$ cat src/sdh_pkg.sv
package sdh_pkg;
	// Register indices; byte address on the bus is four times the index
	localparam logic [15:0] IDX_POINTER = 16'hFC7C;
	localparam logic [15:0] IDX_LENGTH = 16'hFC7D;
	localparam logic [15:0] IDX_CONFIG = 16'hFC7E;
	localparam logic [15:0] IDX_STATUS = 16'hFC7F;

	// Reset values
	localparam logic [10:0] POINTER_RST = 11'h000;
	localparam logic [15:0] LENGTH_RST = 16'h0000;
	localparam logic [12:0] CONFIG_RST = 13'h0000;
	localparam logic [4:0] DIVIDER_RST = 5'h00;

	// Writable configuration bits (9:8 reserved)
	localparam logic [12:0] CONFIG_WMASK = 13'h1CFF;
	localparam int POINTER_W = 11;

	// Status field positions
	localparam int DIV_LSB = 8;
	localparam int DIV_W = 5;
	localparam int RPM_BIT = 7;
	localparam int CMDBRK_BIT = 5;
	localparam int DAT0_BIT = 4;
	localparam int NOSTOP_BIT = 3;
	localparam int CRC16_BIT = 2;
	localparam int CRC7_BIT = 1;
	localparam int TMO_BIT = 0;

	// Card-side timing and checks
	localparam int HUNT_LIMIT = 256;
	localparam int CRC7_LEN = 7;
	localparam int CRC16_LEN = 16;
	localparam logic [6:0] CRC7_POLY = 7'h09;
	localparam logic [15:0] CRC16_POLY = 16'h1021;
	localparam int PATTERN_BYTES = 512;

	typedef struct packed {
		logic skip_crc_send;
		logic keep_crc_running;
		logic wide_bus_select;
		logic [1:0] reserved;
		logic transfer_go;
		logic direction_select;
		logic command_or_data_select;
		logic omit_start_bit;
		logic omit_stop_bit;
		logic data_check_enable;
		logic command_check_enable;
		logic start_bit_hunt;
	} sdh_cfg_s;

	typedef struct packed {
		logic command_during_data_flag;
		logic missing_stop_flag;
		logic data_check_error;
		logic response_check_error;
		logic start_timeout_error;
	} sdh_err_s;

	typedef enum logic [3:0] {
		PH_IDLE, PH_ARM, PH_FETCH, PH_WAIT, PH_LOAD, PH_START, PH_HUNT,
		PH_DATA, PH_CRC, PH_STOP, PH_END
	} sdh_phase_e;
endpackage

$ cat src/sdh_card_host.sv
// Chosen here: the Wishbone register port.
`timescale 1ns/1ps
// Summary of operation
// - Memory pointer register holds an 11-bit peripheral-memory word address.
// - Length register counts bytes moved to or from the card.
// - Configuration bit 10 selects four data lines instead of one.
// - Setting configuration bit 7 starts a card transfer.
// - Configuration bit 6 high reads from the card, low writes.
// - Configuration bit 5 picks command line or data lines.
// - Configuration bit 4 omits the data start bit for continuation.
// - Configuration bit 3 omits the trailing stop bit for continuation.
// - Bit 2 enables 16-bit CRC, bit 1 enables 7-bit CRC.
// - Computed CRC is sent at transfer end unless bit 12 is set.
// - Bit 11 keeps the CRC register running across transfers.
// - Poll bit hunts a start bit; 256 card clocks without one times out.
// - Card clock period is 2*(status 12:8 + 1) system clocks.
// - Status bit 7 replays a 512-byte buffer endlessly on data lines.
// - Status bit 5 flags command start bit during data; cleared per op.
// - Status bit 4 shows the sampled level of data line zero.
// - Status bit 3 flags a missing stop bit after read data.
// - Status bit 2 flags a failed 16-bit data CRC check.
// - Status bit 1 flags a failed 7-bit response CRC check.
module sdh_card_host #(
	parameter int ADR_W = 18
) (
	// Clock and reset
	input wire logic CLK,
	input wire logic RESET_N,
	// Wishbone register slave
	input wire logic WB_CYC_I,
	input wire logic WB_STB_I,
	input wire logic WB_WE_I,
	input wire logic [ADR_W-1:0] WB_ADR_I,
	input wire logic [3:0] WB_SEL_I,
	input wire logic [31:0] WB_DAT_I,
	output logic [31:0] WB_DAT_O,
	output logic WB_ACK_O,
	// Peripheral memory, read data valid one cycle after the strobe
	output logic [10:0] MEM_ADDR,
	output logic MEM_RD,
	output logic MEM_WR,
	output logic [15:0] MEM_WDATA,
	input wire logic [15:0] MEM_RDATA,
	// Card pins
	output logic SD_CLK,
	output logic SD_CMD_O,
	output logic SD_CMD_OE,
	input wire logic SD_CMD_I,
	output logic [3:0] SD_DAT_O,
	output logic [3:0] SD_DAT_OE,
	input wire logic [3:0] SD_DAT_I
);
	sdh_pkg::sdh_cfg_s cfg_r, run_r, start_cfg;
	sdh_pkg::sdh_err_s err_r, err_set;
	sdh_pkg::sdh_phase_e phase_r, tail;
	logic [10:0] ptr_r;
	logic [15:0] len_r;
	logic [4:0] div_r, div_cnt_r, bitcnt_r;
	logic rpm_r, rep_r;
	logic cmd_s1_r, cmd_s2_r;
	logic [3:0] dat_s1_r, dat_s2_r;
	logic [15:0] idx_r, nxt_idx, word_r;
	logic [7:0] byte_r, rx_byte, hunt_r;
	logic [6:0] crc7_r, crc7_n;
	logic [15:0] crc16_r [4];
	logic [15:0] crc16_n [4];
	logic [15:0] ptr_w, len_w, cfg_w, st_w, st_rd, rd_mux;
	logic [3:0] rx_bits, tx_bits, line_bits;
	logic req, wr_en, running, tick, rise, step, wide4, is_cmd, is_rd;
	logic bit_last, crc_last, crc_on, line0, last_byte, start_w;
	logic timeout, finish, bad16;

	function automatic logic [6:0] crc7_next(input logic [6:0] c,
		input logic b);
		logic fb;
		fb = b ^ c[6];
		return {c[5:0], 1'b0} ^ (fb ? sdh_pkg::CRC7_POLY : 7'h00);
	endfunction

	function automatic logic [15:0] crc16_next(input logic [15:0] c,
		input logic b);
		logic fb;
		fb = b ^ c[15];
		return {c[14:0], 1'b0} ^ (fb ? sdh_pkg::CRC16_POLY : 16'h0000);
	endfunction

	function automatic logic [15:0] merge16(input logic [15:0] old,
		input logic [31:0] d, input logic [3:0] sel);
		return {sel[1] ? d[15:8] : old[15:8], sel[0] ? d[7:0] : old[7:0]};
	endfunction

	function automatic logic reg_hit(input logic [ADR_W-1:0] a,
		input logic [15:0] idx);
		return a == ADR_W'({idx, 2'b00});
	endfunction

	// Repeat mode locks the top three pointer bits, 256 words per buffer
	function automatic logic [10:0] word_addr(input logic [15:0] idx);
		if (rep_r) begin
			return {ptr_r[10:8], idx[8:1]};
		end
		return ptr_r + idx[11:1];
	endfunction

	// Bus decode and write-data merge
	always_comb begin
		req = WB_CYC_I && WB_STB_I;
		// Writes land on the edge where the master samples ack high
		wr_en = req && WB_WE_I && WB_ACK_O;
		ptr_w = merge16({5'h00, ptr_r}, WB_DAT_I, WB_SEL_I);
		len_w = merge16(len_r, WB_DAT_I, WB_SEL_I);
		cfg_w = merge16({3'b000, cfg_r}, WB_DAT_I, WB_SEL_I);
		st_w = merge16(st_rd, WB_DAT_I, WB_SEL_I);
		st_rd = 16'h0000;
		st_rd[sdh_pkg::DIV_LSB +: sdh_pkg::DIV_W] = div_r;
		st_rd[sdh_pkg::RPM_BIT] = rpm_r;
		st_rd[sdh_pkg::CMDBRK_BIT] = err_r.command_during_data_flag;
		st_rd[sdh_pkg::DAT0_BIT] = dat_s2_r[0];
		st_rd[sdh_pkg::NOSTOP_BIT] = err_r.missing_stop_flag;
		st_rd[sdh_pkg::CRC16_BIT] = err_r.data_check_error;
		st_rd[sdh_pkg::CRC7_BIT] = err_r.response_check_error;
		st_rd[sdh_pkg::TMO_BIT] = err_r.start_timeout_error;
		if (reg_hit(WB_ADR_I, sdh_pkg::IDX_POINTER)) begin
			rd_mux = {5'h00, ptr_r};
		end else if (reg_hit(WB_ADR_I, sdh_pkg::IDX_LENGTH)) begin
			rd_mux = len_r;
		end else if (reg_hit(WB_ADR_I, sdh_pkg::IDX_CONFIG)) begin
			rd_mux = {3'b000, cfg_r};
		end else if (reg_hit(WB_ADR_I, sdh_pkg::IDX_STATUS)) begin
			rd_mux = st_rd;
		end else begin
			rd_mux = 16'h0000;
		end
	end

	// Card-side datapath decode
	always_comb begin
		is_cmd = run_r.command_or_data_select;
		is_rd = run_r.direction_select;
		running = phase_r inside {sdh_pkg::PH_START, sdh_pkg::PH_HUNT,
			sdh_pkg::PH_DATA, sdh_pkg::PH_CRC, sdh_pkg::PH_STOP,
			sdh_pkg::PH_END};
		tick = running && div_cnt_r == div_r;
		rise = tick && !SD_CLK;
		step = is_rd ? rise : (tick && SD_CLK);
		wide4 = run_r.wide_bus_select && !is_cmd;
		bit_last = wide4 ? (bitcnt_r == 5'd1) : (bitcnt_r == 5'd7);
		crc_last = bitcnt_r == (is_cmd ? 5'(sdh_pkg::CRC7_LEN - 1) :
			5'(sdh_pkg::CRC16_LEN - 1));
		crc_on = is_cmd ? run_r.command_check_enable :
			run_r.data_check_enable;
		if (crc_on && !run_r.skip_crc_send) begin
			tail = sdh_pkg::PH_CRC;
		end else if (!run_r.omit_stop_bit) begin
			tail = sdh_pkg::PH_STOP;
		end else begin
			tail = sdh_pkg::PH_END;
		end
		line0 = is_cmd ? cmd_s2_r : dat_s2_r[0];
		rx_bits = is_cmd ? {3'b000, cmd_s2_r} :
			(wide4 ? dat_s2_r : {3'b000, dat_s2_r[0]});
		case (phase_r)
			sdh_pkg::PH_START: tx_bits = 4'h0;
			sdh_pkg::PH_DATA: tx_bits = wide4 ? byte_r[7:4] :
				{3'b000, byte_r[7]};
			sdh_pkg::PH_CRC: tx_bits = is_cmd ? {3'b000, crc7_r[6]} :
				{crc16_r[3][15], crc16_r[2][15], crc16_r[1][15],
				crc16_r[0][15]};
			default: tx_bits = 4'hF;
		endcase
		line_bits = is_rd ? rx_bits : tx_bits;
		crc7_n = crc7_next(crc7_r, line_bits[0]);
		for (int l = 0; l < 4; l++) begin
			crc16_n[l] = crc16_next(crc16_r[l], line_bits[l]);
		end
		bad16 = (crc16_n[0] != 16'h0000) || (wide4 &&
			(crc16_n[1] != 16'h0000 || crc16_n[2] != 16'h0000 ||
			crc16_n[3] != 16'h0000));
		rx_byte = wide4 ? {byte_r[3:0], rx_bits} : {byte_r[6:0], rx_bits[0]};
		nxt_idx = idx_r + 16'h0001;
		last_byte = !rep_r && nxt_idx == len_r;
		start_w = phase_r == sdh_pkg::PH_IDLE && (cfg_r.transfer_go ||
			rpm_r);
		start_cfg = cfg_r;
		if (!cfg_r.transfer_go) begin
			start_cfg = '0;
			start_cfg.wide_bus_select = cfg_r.wide_bus_select;
		end
		timeout = phase_r == sdh_pkg::PH_HUNT && step && line0 &&
			hunt_r == 8'(sdh_pkg::HUNT_LIMIT - 1);
		finish = (phase_r == sdh_pkg::PH_END && (is_rd || step)) || timeout;
		err_set.command_during_data_flag = running && !is_cmd && rise &&
			!cmd_s2_r;
		err_set.missing_stop_flag = is_rd && !is_cmd &&
			phase_r == sdh_pkg::PH_STOP && step &&
			(wide4 ? dat_s2_r != 4'hF : !dat_s2_r[0]);
		err_set.data_check_error = is_rd && !is_cmd &&
			phase_r == sdh_pkg::PH_CRC && step && crc_last && bad16;
		err_set.response_check_error = is_rd && is_cmd &&
			phase_r == sdh_pkg::PH_CRC && step && crc_last &&
			crc7_n != 7'h00;
		err_set.start_timeout_error = timeout;
	end

	// Two-stage synchronisers for card inputs
	always_ff @(posedge CLK or negedge RESET_N) begin
		if (!RESET_N) begin
			cmd_s1_r <= 1'b1;
			cmd_s2_r <= 1'b1;
			dat_s1_r <= 4'hF;
			dat_s2_r <= 4'hF;
		end else begin
			cmd_s1_r <= SD_CMD_I;
			cmd_s2_r <= cmd_s1_r;
			dat_s1_r <= SD_DAT_I;
			dat_s2_r <= dat_s1_r;
		end
	end

	// Wishbone answer: ack one cycle after the request
	always_ff @(posedge CLK or negedge RESET_N) begin
		if (!RESET_N) begin
			WB_ACK_O <= 1'b0;
			WB_DAT_O <= 32'h0000_0000;
		end else begin
			WB_ACK_O <= req && !WB_ACK_O;
			if (req && !WB_ACK_O) begin
				WB_DAT_O <= {16'h0000, rd_mux};
			end
		end
	end

	// Pointer, length and configuration
	always_ff @(posedge CLK or negedge RESET_N) begin
		if (!RESET_N) begin
			ptr_r <= sdh_pkg::POINTER_RST;
			len_r <= sdh_pkg::LENGTH_RST;
			cfg_r <= sdh_pkg::CONFIG_RST;
		end else begin
			if (wr_en && reg_hit(WB_ADR_I, sdh_pkg::IDX_POINTER)) begin
				ptr_r <= ptr_w[sdh_pkg::POINTER_W-1:0];
			end
			if (wr_en && reg_hit(WB_ADR_I, sdh_pkg::IDX_LENGTH)) begin
				len_r <= len_w;
			end
			if (wr_en && reg_hit(WB_ADR_I, sdh_pkg::IDX_CONFIG)) begin
				cfg_r <= cfg_w[12:0] & sdh_pkg::CONFIG_WMASK;
			end else if (finish) begin
				cfg_r.transfer_go <= 1'b0;
			end
		end
	end

	// Status: divider and repeat enable written, error flags sticky
	always_ff @(posedge CLK or negedge RESET_N) begin
		if (!RESET_N) begin
			div_r <= sdh_pkg::DIVIDER_RST;
			rpm_r <= 1'b0;
			err_r <= '0;
		end else begin
			if (wr_en && reg_hit(WB_ADR_I, sdh_pkg::IDX_STATUS)) begin
				div_r <= st_w[sdh_pkg::DIV_LSB +: sdh_pkg::DIV_W];
				rpm_r <= st_w[sdh_pkg::RPM_BIT];
			end
			// A set in the same cycle as the start-of-op clear wins
			err_r <= (start_w ? '0 : err_r) | err_set;
		end
	end

	// Card clock: half period of div+1 cycles, held low while idle
	// and while a memory word is being fetched, so the card never
	// sees a bit edge without data behind it
	always_ff @(posedge CLK or negedge RESET_N) begin
		if (!RESET_N) begin
			div_cnt_r <= 5'h00;
			SD_CLK <= 1'b0;
		end else if (!running) begin
			div_cnt_r <= 5'h00;
			SD_CLK <= 1'b0;
		end else if (tick) begin
			div_cnt_r <= 5'h00;
			SD_CLK <= !SD_CLK;
		end else begin
			div_cnt_r <= div_cnt_r + 5'h01;
		end
	end

	// CRC registers
	always_ff @(posedge CLK or negedge RESET_N) begin
		if (!RESET_N) begin
			crc7_r <= 7'h00;
			for (int l = 0; l < 4; l++) begin
				crc16_r[l] <= 16'h0000;
			end
		end else if (start_w) begin
			if (!start_cfg.keep_crc_running) begin
				crc7_r <= 7'h00;
				for (int l = 0; l < 4; l++) begin
					crc16_r[l] <= 16'h0000;
				end
			end
		end else if (step && phase_r inside {sdh_pkg::PH_DATA,
			sdh_pkg::PH_CRC}) begin
			crc7_r <= crc7_n;
			for (int l = 0; l < 4; l++) begin
				if (l == 0 || wide4) begin
					crc16_r[l] <= crc16_n[l];
				end
			end
		end
	end

	// Pin drivers: new bit on each falling card clock while writing
	always_ff @(posedge CLK or negedge RESET_N) begin
		if (!RESET_N) begin
			SD_CMD_O <= 1'b1;
			SD_CMD_OE <= 1'b0;
			SD_DAT_O <= 4'hF;
			SD_DAT_OE <= 4'h0;
		end else if (!is_rd && step) begin
			if (phase_r == sdh_pkg::PH_END) begin
				SD_CMD_OE <= 1'b0;
				SD_DAT_OE <= 4'h0;
			end else if (is_cmd) begin
				SD_CMD_O <= tx_bits[0];
				SD_CMD_OE <= 1'b1;
			end else begin
				SD_DAT_O <= tx_bits;
				SD_DAT_OE <= wide4 ? 4'hF : 4'h1;
			end
		end
	end

	// Transfer sequencer
	always_ff @(posedge CLK or negedge RESET_N) begin
		if (!RESET_N) begin
			phase_r <= sdh_pkg::PH_IDLE;
			run_r <= '0;
			rep_r <= 1'b0;
			idx_r <= 16'h0000;
			bitcnt_r <= 5'h00;
			byte_r <= 8'h00;
			word_r <= 16'h0000;
			hunt_r <= 8'h00;
			MEM_ADDR <= 11'h000;
			MEM_RD <= 1'b0;
			MEM_WR <= 1'b0;
			MEM_WDATA <= 16'h0000;
		end else begin
			MEM_RD <= 1'b0;
			MEM_WR <= 1'b0;
			case (phase_r)
				sdh_pkg::PH_IDLE: begin
					if (start_w) begin
						run_r <= start_cfg;
						rep_r <= !cfg_r.transfer_go;
						idx_r <= 16'h0000;
						bitcnt_r <= 5'h00;
						hunt_r <= 8'h00;
						phase_r <= sdh_pkg::PH_ARM;
					end
				end
				sdh_pkg::PH_ARM: begin
					if (is_rd) begin
						if (run_r.start_bit_hunt) begin
							phase_r <= sdh_pkg::PH_HUNT;
						end else if (!run_r.omit_start_bit) begin
							phase_r <= sdh_pkg::PH_START;
						end else begin
							phase_r <= len_r == 16'h0000 ? tail :
								sdh_pkg::PH_DATA;
						end
					end else if (len_r == 16'h0000 && !rep_r) begin
						phase_r <= run_r.omit_start_bit ? tail :
							sdh_pkg::PH_START;
					end else begin
						phase_r <= sdh_pkg::PH_FETCH;
					end
				end
				sdh_pkg::PH_FETCH: begin
					MEM_RD <= 1'b1;
					MEM_ADDR <= word_addr(idx_r);
					phase_r <= sdh_pkg::PH_WAIT;
				end
				sdh_pkg::PH_WAIT: phase_r <= sdh_pkg::PH_LOAD;
				sdh_pkg::PH_LOAD: begin
					word_r <= MEM_RDATA;
					byte_r <= MEM_RDATA[15:8];
					if (idx_r == 16'h0000 && !rep_r &&
						!run_r.omit_start_bit) begin
						phase_r <= sdh_pkg::PH_START;
					end else begin
						phase_r <= sdh_pkg::PH_DATA;
					end
				end
				sdh_pkg::PH_START: begin
					if (step) begin
						phase_r <= len_r == 16'h0000 ? tail :
							sdh_pkg::PH_DATA;
					end
				end
				sdh_pkg::PH_HUNT: begin
					if (timeout) begin
						phase_r <= sdh_pkg::PH_IDLE;
					end else if (step && !line0) begin
						phase_r <= len_r == 16'h0000 ? tail :
							sdh_pkg::PH_DATA;
					end else if (step) begin
						hunt_r <= hunt_r + 8'h01;
					end
				end
				sdh_pkg::PH_DATA: begin
					if (step) begin
						bitcnt_r <= bitcnt_r + 5'h01;
						if (is_rd) begin
							byte_r <= rx_byte;
						end else begin
							byte_r <= wide4 ? {byte_r[3:0], 4'h0} :
								{byte_r[6:0], 1'b0};
						end
						if (bit_last) begin
							bitcnt_r <= 5'h00;
							idx_r <= rep_r ? {7'h00, nxt_idx[8:0]} : nxt_idx;
							if (is_rd && !idx_r[0]) begin
								word_r[15:8] <= rx_byte;
							end
							// Big-endian words; a lone last byte leaves low half 0
							if (is_rd && (idx_r[0] || last_byte)) begin
								MEM_WR <= 1'b1;
								MEM_ADDR <= word_addr(idx_r);
								MEM_WDATA <= idx_r[0] ? {word_r[15:8], rx_byte} :
									{rx_byte, 8'h00};
							end
							if (last_byte) begin
								phase_r <= tail;
							end else if (rep_r && !rpm_r) begin
								phase_r <= sdh_pkg::PH_END;
							end else if (!is_rd && !nxt_idx[0]) begin
								phase_r <= sdh_pkg::PH_FETCH;
							end else if (!is_rd) begin
								byte_r <= word_r[7:0];
							end
						end
					end
				end
				sdh_pkg::PH_CRC: begin
					if (step) begin
						bitcnt_r <= bitcnt_r + 5'h01;
						if (crc_last) begin
							bitcnt_r <= 5'h00;
							phase_r <= run_r.omit_stop_bit ? sdh_pkg::PH_END :
								sdh_pkg::PH_STOP;
						end
					end
				end
				sdh_pkg::PH_STOP: begin
					if (step) begin
						phase_r <= sdh_pkg::PH_END;
					end
				end
				sdh_pkg::PH_END: begin
					if (finish) begin
						phase_r <= sdh_pkg::PH_IDLE;
					end
				end
				default: phase_r <= sdh_pkg::PH_IDLE;
			endcase
		end
	end
endmodule // sdh_card_host

$ cat config.mk
export PLATFORM = sky130hd
export DESIGN_NAME = sdh_card_host
export DESIGN_NICKNAME = d
export VERILOG_FILES = /design/src/sdh_pkg.sv /design/src/sdh_card_host.sv
export SDC_FILE = /design/constraint.sdc
export NUM_CORES = 1
export LEC_CHECK = 0
export BUFFER_PORTS_ARGS = -buffer_cell sky130_fd_sc_hd__buf_2
export CORE_ASPECT_RATIO = 1.25
export CORE_MARGIN = 4
export CORE_UTILIZATION = 60
export DETAILED_ROUTE_END_ITERATION = 12
export MAX_ROUTING_LAYER = met4
export PLACE_DENSITY = 0.81
export SLEW_MARGIN = 10
export SYNTH_ARGS = -nofsm -noshare
export SYNTH_HDL_FRONTEND = slang
export SYNTH_SLANG_ARGS = --single-unit
$ cat constraint.sdc
create_clock -name CLK -period 4.6 [get_ports CLK]
set_input_delay 0.69 -clock CLK [delete_from_list [all_inputs] [get_ports CLK]]
set_output_delay 0.69 -clock CLK [all_outputs]
set_load 0.005 [all_outputs]
==> impl_results.md <==
- Synthesized area per cell: 9.632 µm²
- Cts-stage hold buffer count: 0
- CTS tree: yes
- CP cell instances: ha_1, nand3_1, nor4_2, o211a_1, o32ai_1, and4bb_4, o211a_1, o21ai_2, mux2_2
- Final hold vios: 0
- Ant diodes: 0
- Max FO, Critical Path: 11
- Die Span Y: 174.0 µm
- GP Congestion: 0.9472
- Area contributors post-synth: dfrtp_1 (46%), mux2_2 (7.0%), nand2_1 (6.9%)
- Vias in the first global route: 10,460
- Pre-Repair DR Iteration Count: 5
- Slowest-stage cell, CP: o21ai_2
- H-tree levels: 1
- Ports: 153
- Worst EP required: 5.02 ns
- Site row count: 60
- Post-Route Skew: 0.01173 ns
- Maximum number of pins on one net before global-route repair: 90
- DRC violations left: 0
- P_leak: 6.879 nW
- CP arrival: 4.09 ns
- Slew at the pin closest to its max-slew limit: 1.064 ns
- FFs w/ async S/R, synth: 100.0%
- Max Freq: 0.2729 GHz
- Design area: 14,780 µm²
- CTS sink count: 257
- CTS Buffer Depth: 3
- Sequential share of the synthesized area: 48.77%
- Final nets: 1,548
- Storage cell area: 6450 µm²
- Clk Latency, worst-skew pair: 0.55 ns
- Dpl ws: 0.9833 ns
- YS warnings: 0
- Most used cell along the critical path: o211a_1
- Root Driver: clkbuf_16
- Layout cells sized above 1: 19.84%
- VDD IR max: 0.0003732 V
- Critical path endpoint category: flop
- Slew Viols, Final: 0
- Via density: 6.061
- GRT Total Usage: 26.90%
- CP Class: reg -> reg
- Status: complete, no violations
- Synth top area share: 45.79%
- Max_slew headroom: 28.10%
- Pwr Density: 390.7 nW/µm²
- Post-CTS Resized: 0
- Initial Util: 61.17%
- Drt wl/cell: 18.44 µm
- Synthesized cell area: 13,230 µm²
- Antenna violations before repair: 0
- Sum of negative setup slack: 0 ns
- DRT Wirelength: 32,290 µm
- CTS buffer count: 26
- First-pass GRT wire length: 53,100 µm
- Fin cells: 1,751
- Final setup vio count: 0
- Post-DP HPWL: 22,790 µm
- CP top delay family: compound AO/OA/AOI/OAI gates
- Placed cell areas: 13,910 µm²
- Core area: 21,620 µm²
- Critical path startpoint category: flop
- Yosys reg bits: 257
- # Max-Cap Violations: 0
- Ys flop type: dfrtp_1
- Initial drt markers: 824
- # Post-CTS Setup Buffers: 0
- Die ar.: 24,500 µm²
- Area leader, netlist: dfrtp_1
- Post-route minimum period: 3.664 ns
- Final worst slack: 0.9360 ns
- Instance count of the mapped netlist: 1,373
- Number of synthesized flops with an enable pin: 0
- Unique masters post-synth: 77
- Routed vias: 10,610
- Hold Path Class: in -> async
- Final period utilization: 79.65%
- Final hold slack: 0.08078 ns
- Worst path buffer plus inverter count: 0
- Most frequent cells in the layout: dfrtp_1 (242), nand2_1 (242), o21ai_0 (146), buf_2 (117), nor2_1 (90)
- PortBufs: 118
- Clock Pin Slew Worst Setup and Hold Paths: 0.07 ns
- Remaining global-route overflow: 0
- Post-route ant nets: 0
- Die extent in x: 140.8 µm
- Footprint of the multi-input gates: 6301 µm²
- Worst path max stage delay: 0.65 ns
- # fillers: 1,663
- Inst Count DP: 1,703
- Layout Area Growth over Synthesis: 11.78%
- RSZ-0062 raised after global routing: no
==> area by class of cell <==
class / instances / share of cell area [%]
repair buffers: 131 / 4.892
inverters: 24 / 0.6094
clock buffers: 35 / 4.833
multi-input cells: 1012 / 42.62
clock inverters: 13 / 1.050
well taps: 279 / 2.361
flip-flops and latches: 257 / 43.63
==> layer usage <==
layer	vias up	GRT usage, %	routed length, µm
li1	4989	-	-
met1	5152	34.30	13130
met2	379	44.19	15900
met3	92	3.220	1901
met4	0	10.34	1363
met5	-	-	0
==> worst reg2reg max path, cell delays in order, from the launching register on <==
cell and delay, ns:
dfrtp_1 0.49, ha_1 0.31, nand3_1 0.23, nor4_2 0.56
o211a_1 0.23, o32ai_1 0.14, and4bb_4 0.28, o211a_1 0.22
o21ai_2 0.65, mux2_2 0.44
==> power by group <==
part	internal, W	leakage, nW	switching (W)	total (W)
Combinational	0.000437	3.00	0.000579	0.00102
Clock	0.00121	0.405	0.000909	0.00212
Sequential	0.00246	3.48	0.000179	0.00264
==> flip-flops by register name (all words and copies together), names as in the netlist, 7 cells and up <==
signal,flops
ptr_r,11
cfg_r,11
MEM_WDATA,16
len_r,16
idx_r,16
crc7_r,7
byte_r,8
word_r,16
crc16_r,64
MEM_ADDR,11
hunt_r,8
run_r,7
WB_DAT_O,16
==> synth_stat cells, drive strengths merged, types with 11 or more instances <==
cell type	instances
nor4	28
clkbuf	64
mux2	90
dfrtp	242
ha	15
nand4	22
buf	31
o31ai	17
a22o	13
a21oi	34
nand3	39
xnor2	27
inv	24
xor2	35
nand2	242
mux2i	22
a22oi	11
o21ai	148
nor3	24
nor2	90
dfstp	15
==> through the flow <==
step	power (W)	util [%]
2_1_floorplan	0.003352	-
3_3_place_gp	0.003642	64.35
3_5_place_dp	0.003672	64.35
4_1_cts	0.005805	68.37
5_1_grt	0.006042	68.37
6_report	0.005776	68.37
==> logic make-up (layout without fill, tap and decap cells) <==
kind of cell             Yosys count  after routing  share of synthesized area, %
AO/OA/AOI/OAI                    297            297                         13.85
AND/OR/NAND/NOR                  509            509                         18.00
adder cells (fa/ha/maj)           16             16                         1.570
other                              1             16                       0.02835
flip-flops                       257            257                         48.77
XOR/XNOR                          62             62                         4.106
buffers and inverters            119            203                         4.115
multiplexers                     112            112                         9.555
==> worst paths after layout <==
path,depth (start not counted),from,endpoint,slack [ns]
min in group CLK,1,SD_DAT_I[0],dat_s1_r[0],0.24
worst max register to register,9,idx_r[1],MEM_ADDR[0],0.94
max in group asynchronous,2,RESET_N,byte_r[6],3.42
worst min register to register,0,dat_s1_r[1],dat_s2_r[1],0.34
worst max-delay path,9,idx_r[1],MEM_ADDR[0],0.94
worst min-delay path,1,RESET_N,WB_DAT_O[13],0.08
Note: power is estimated with default switching activity, not from simulation.
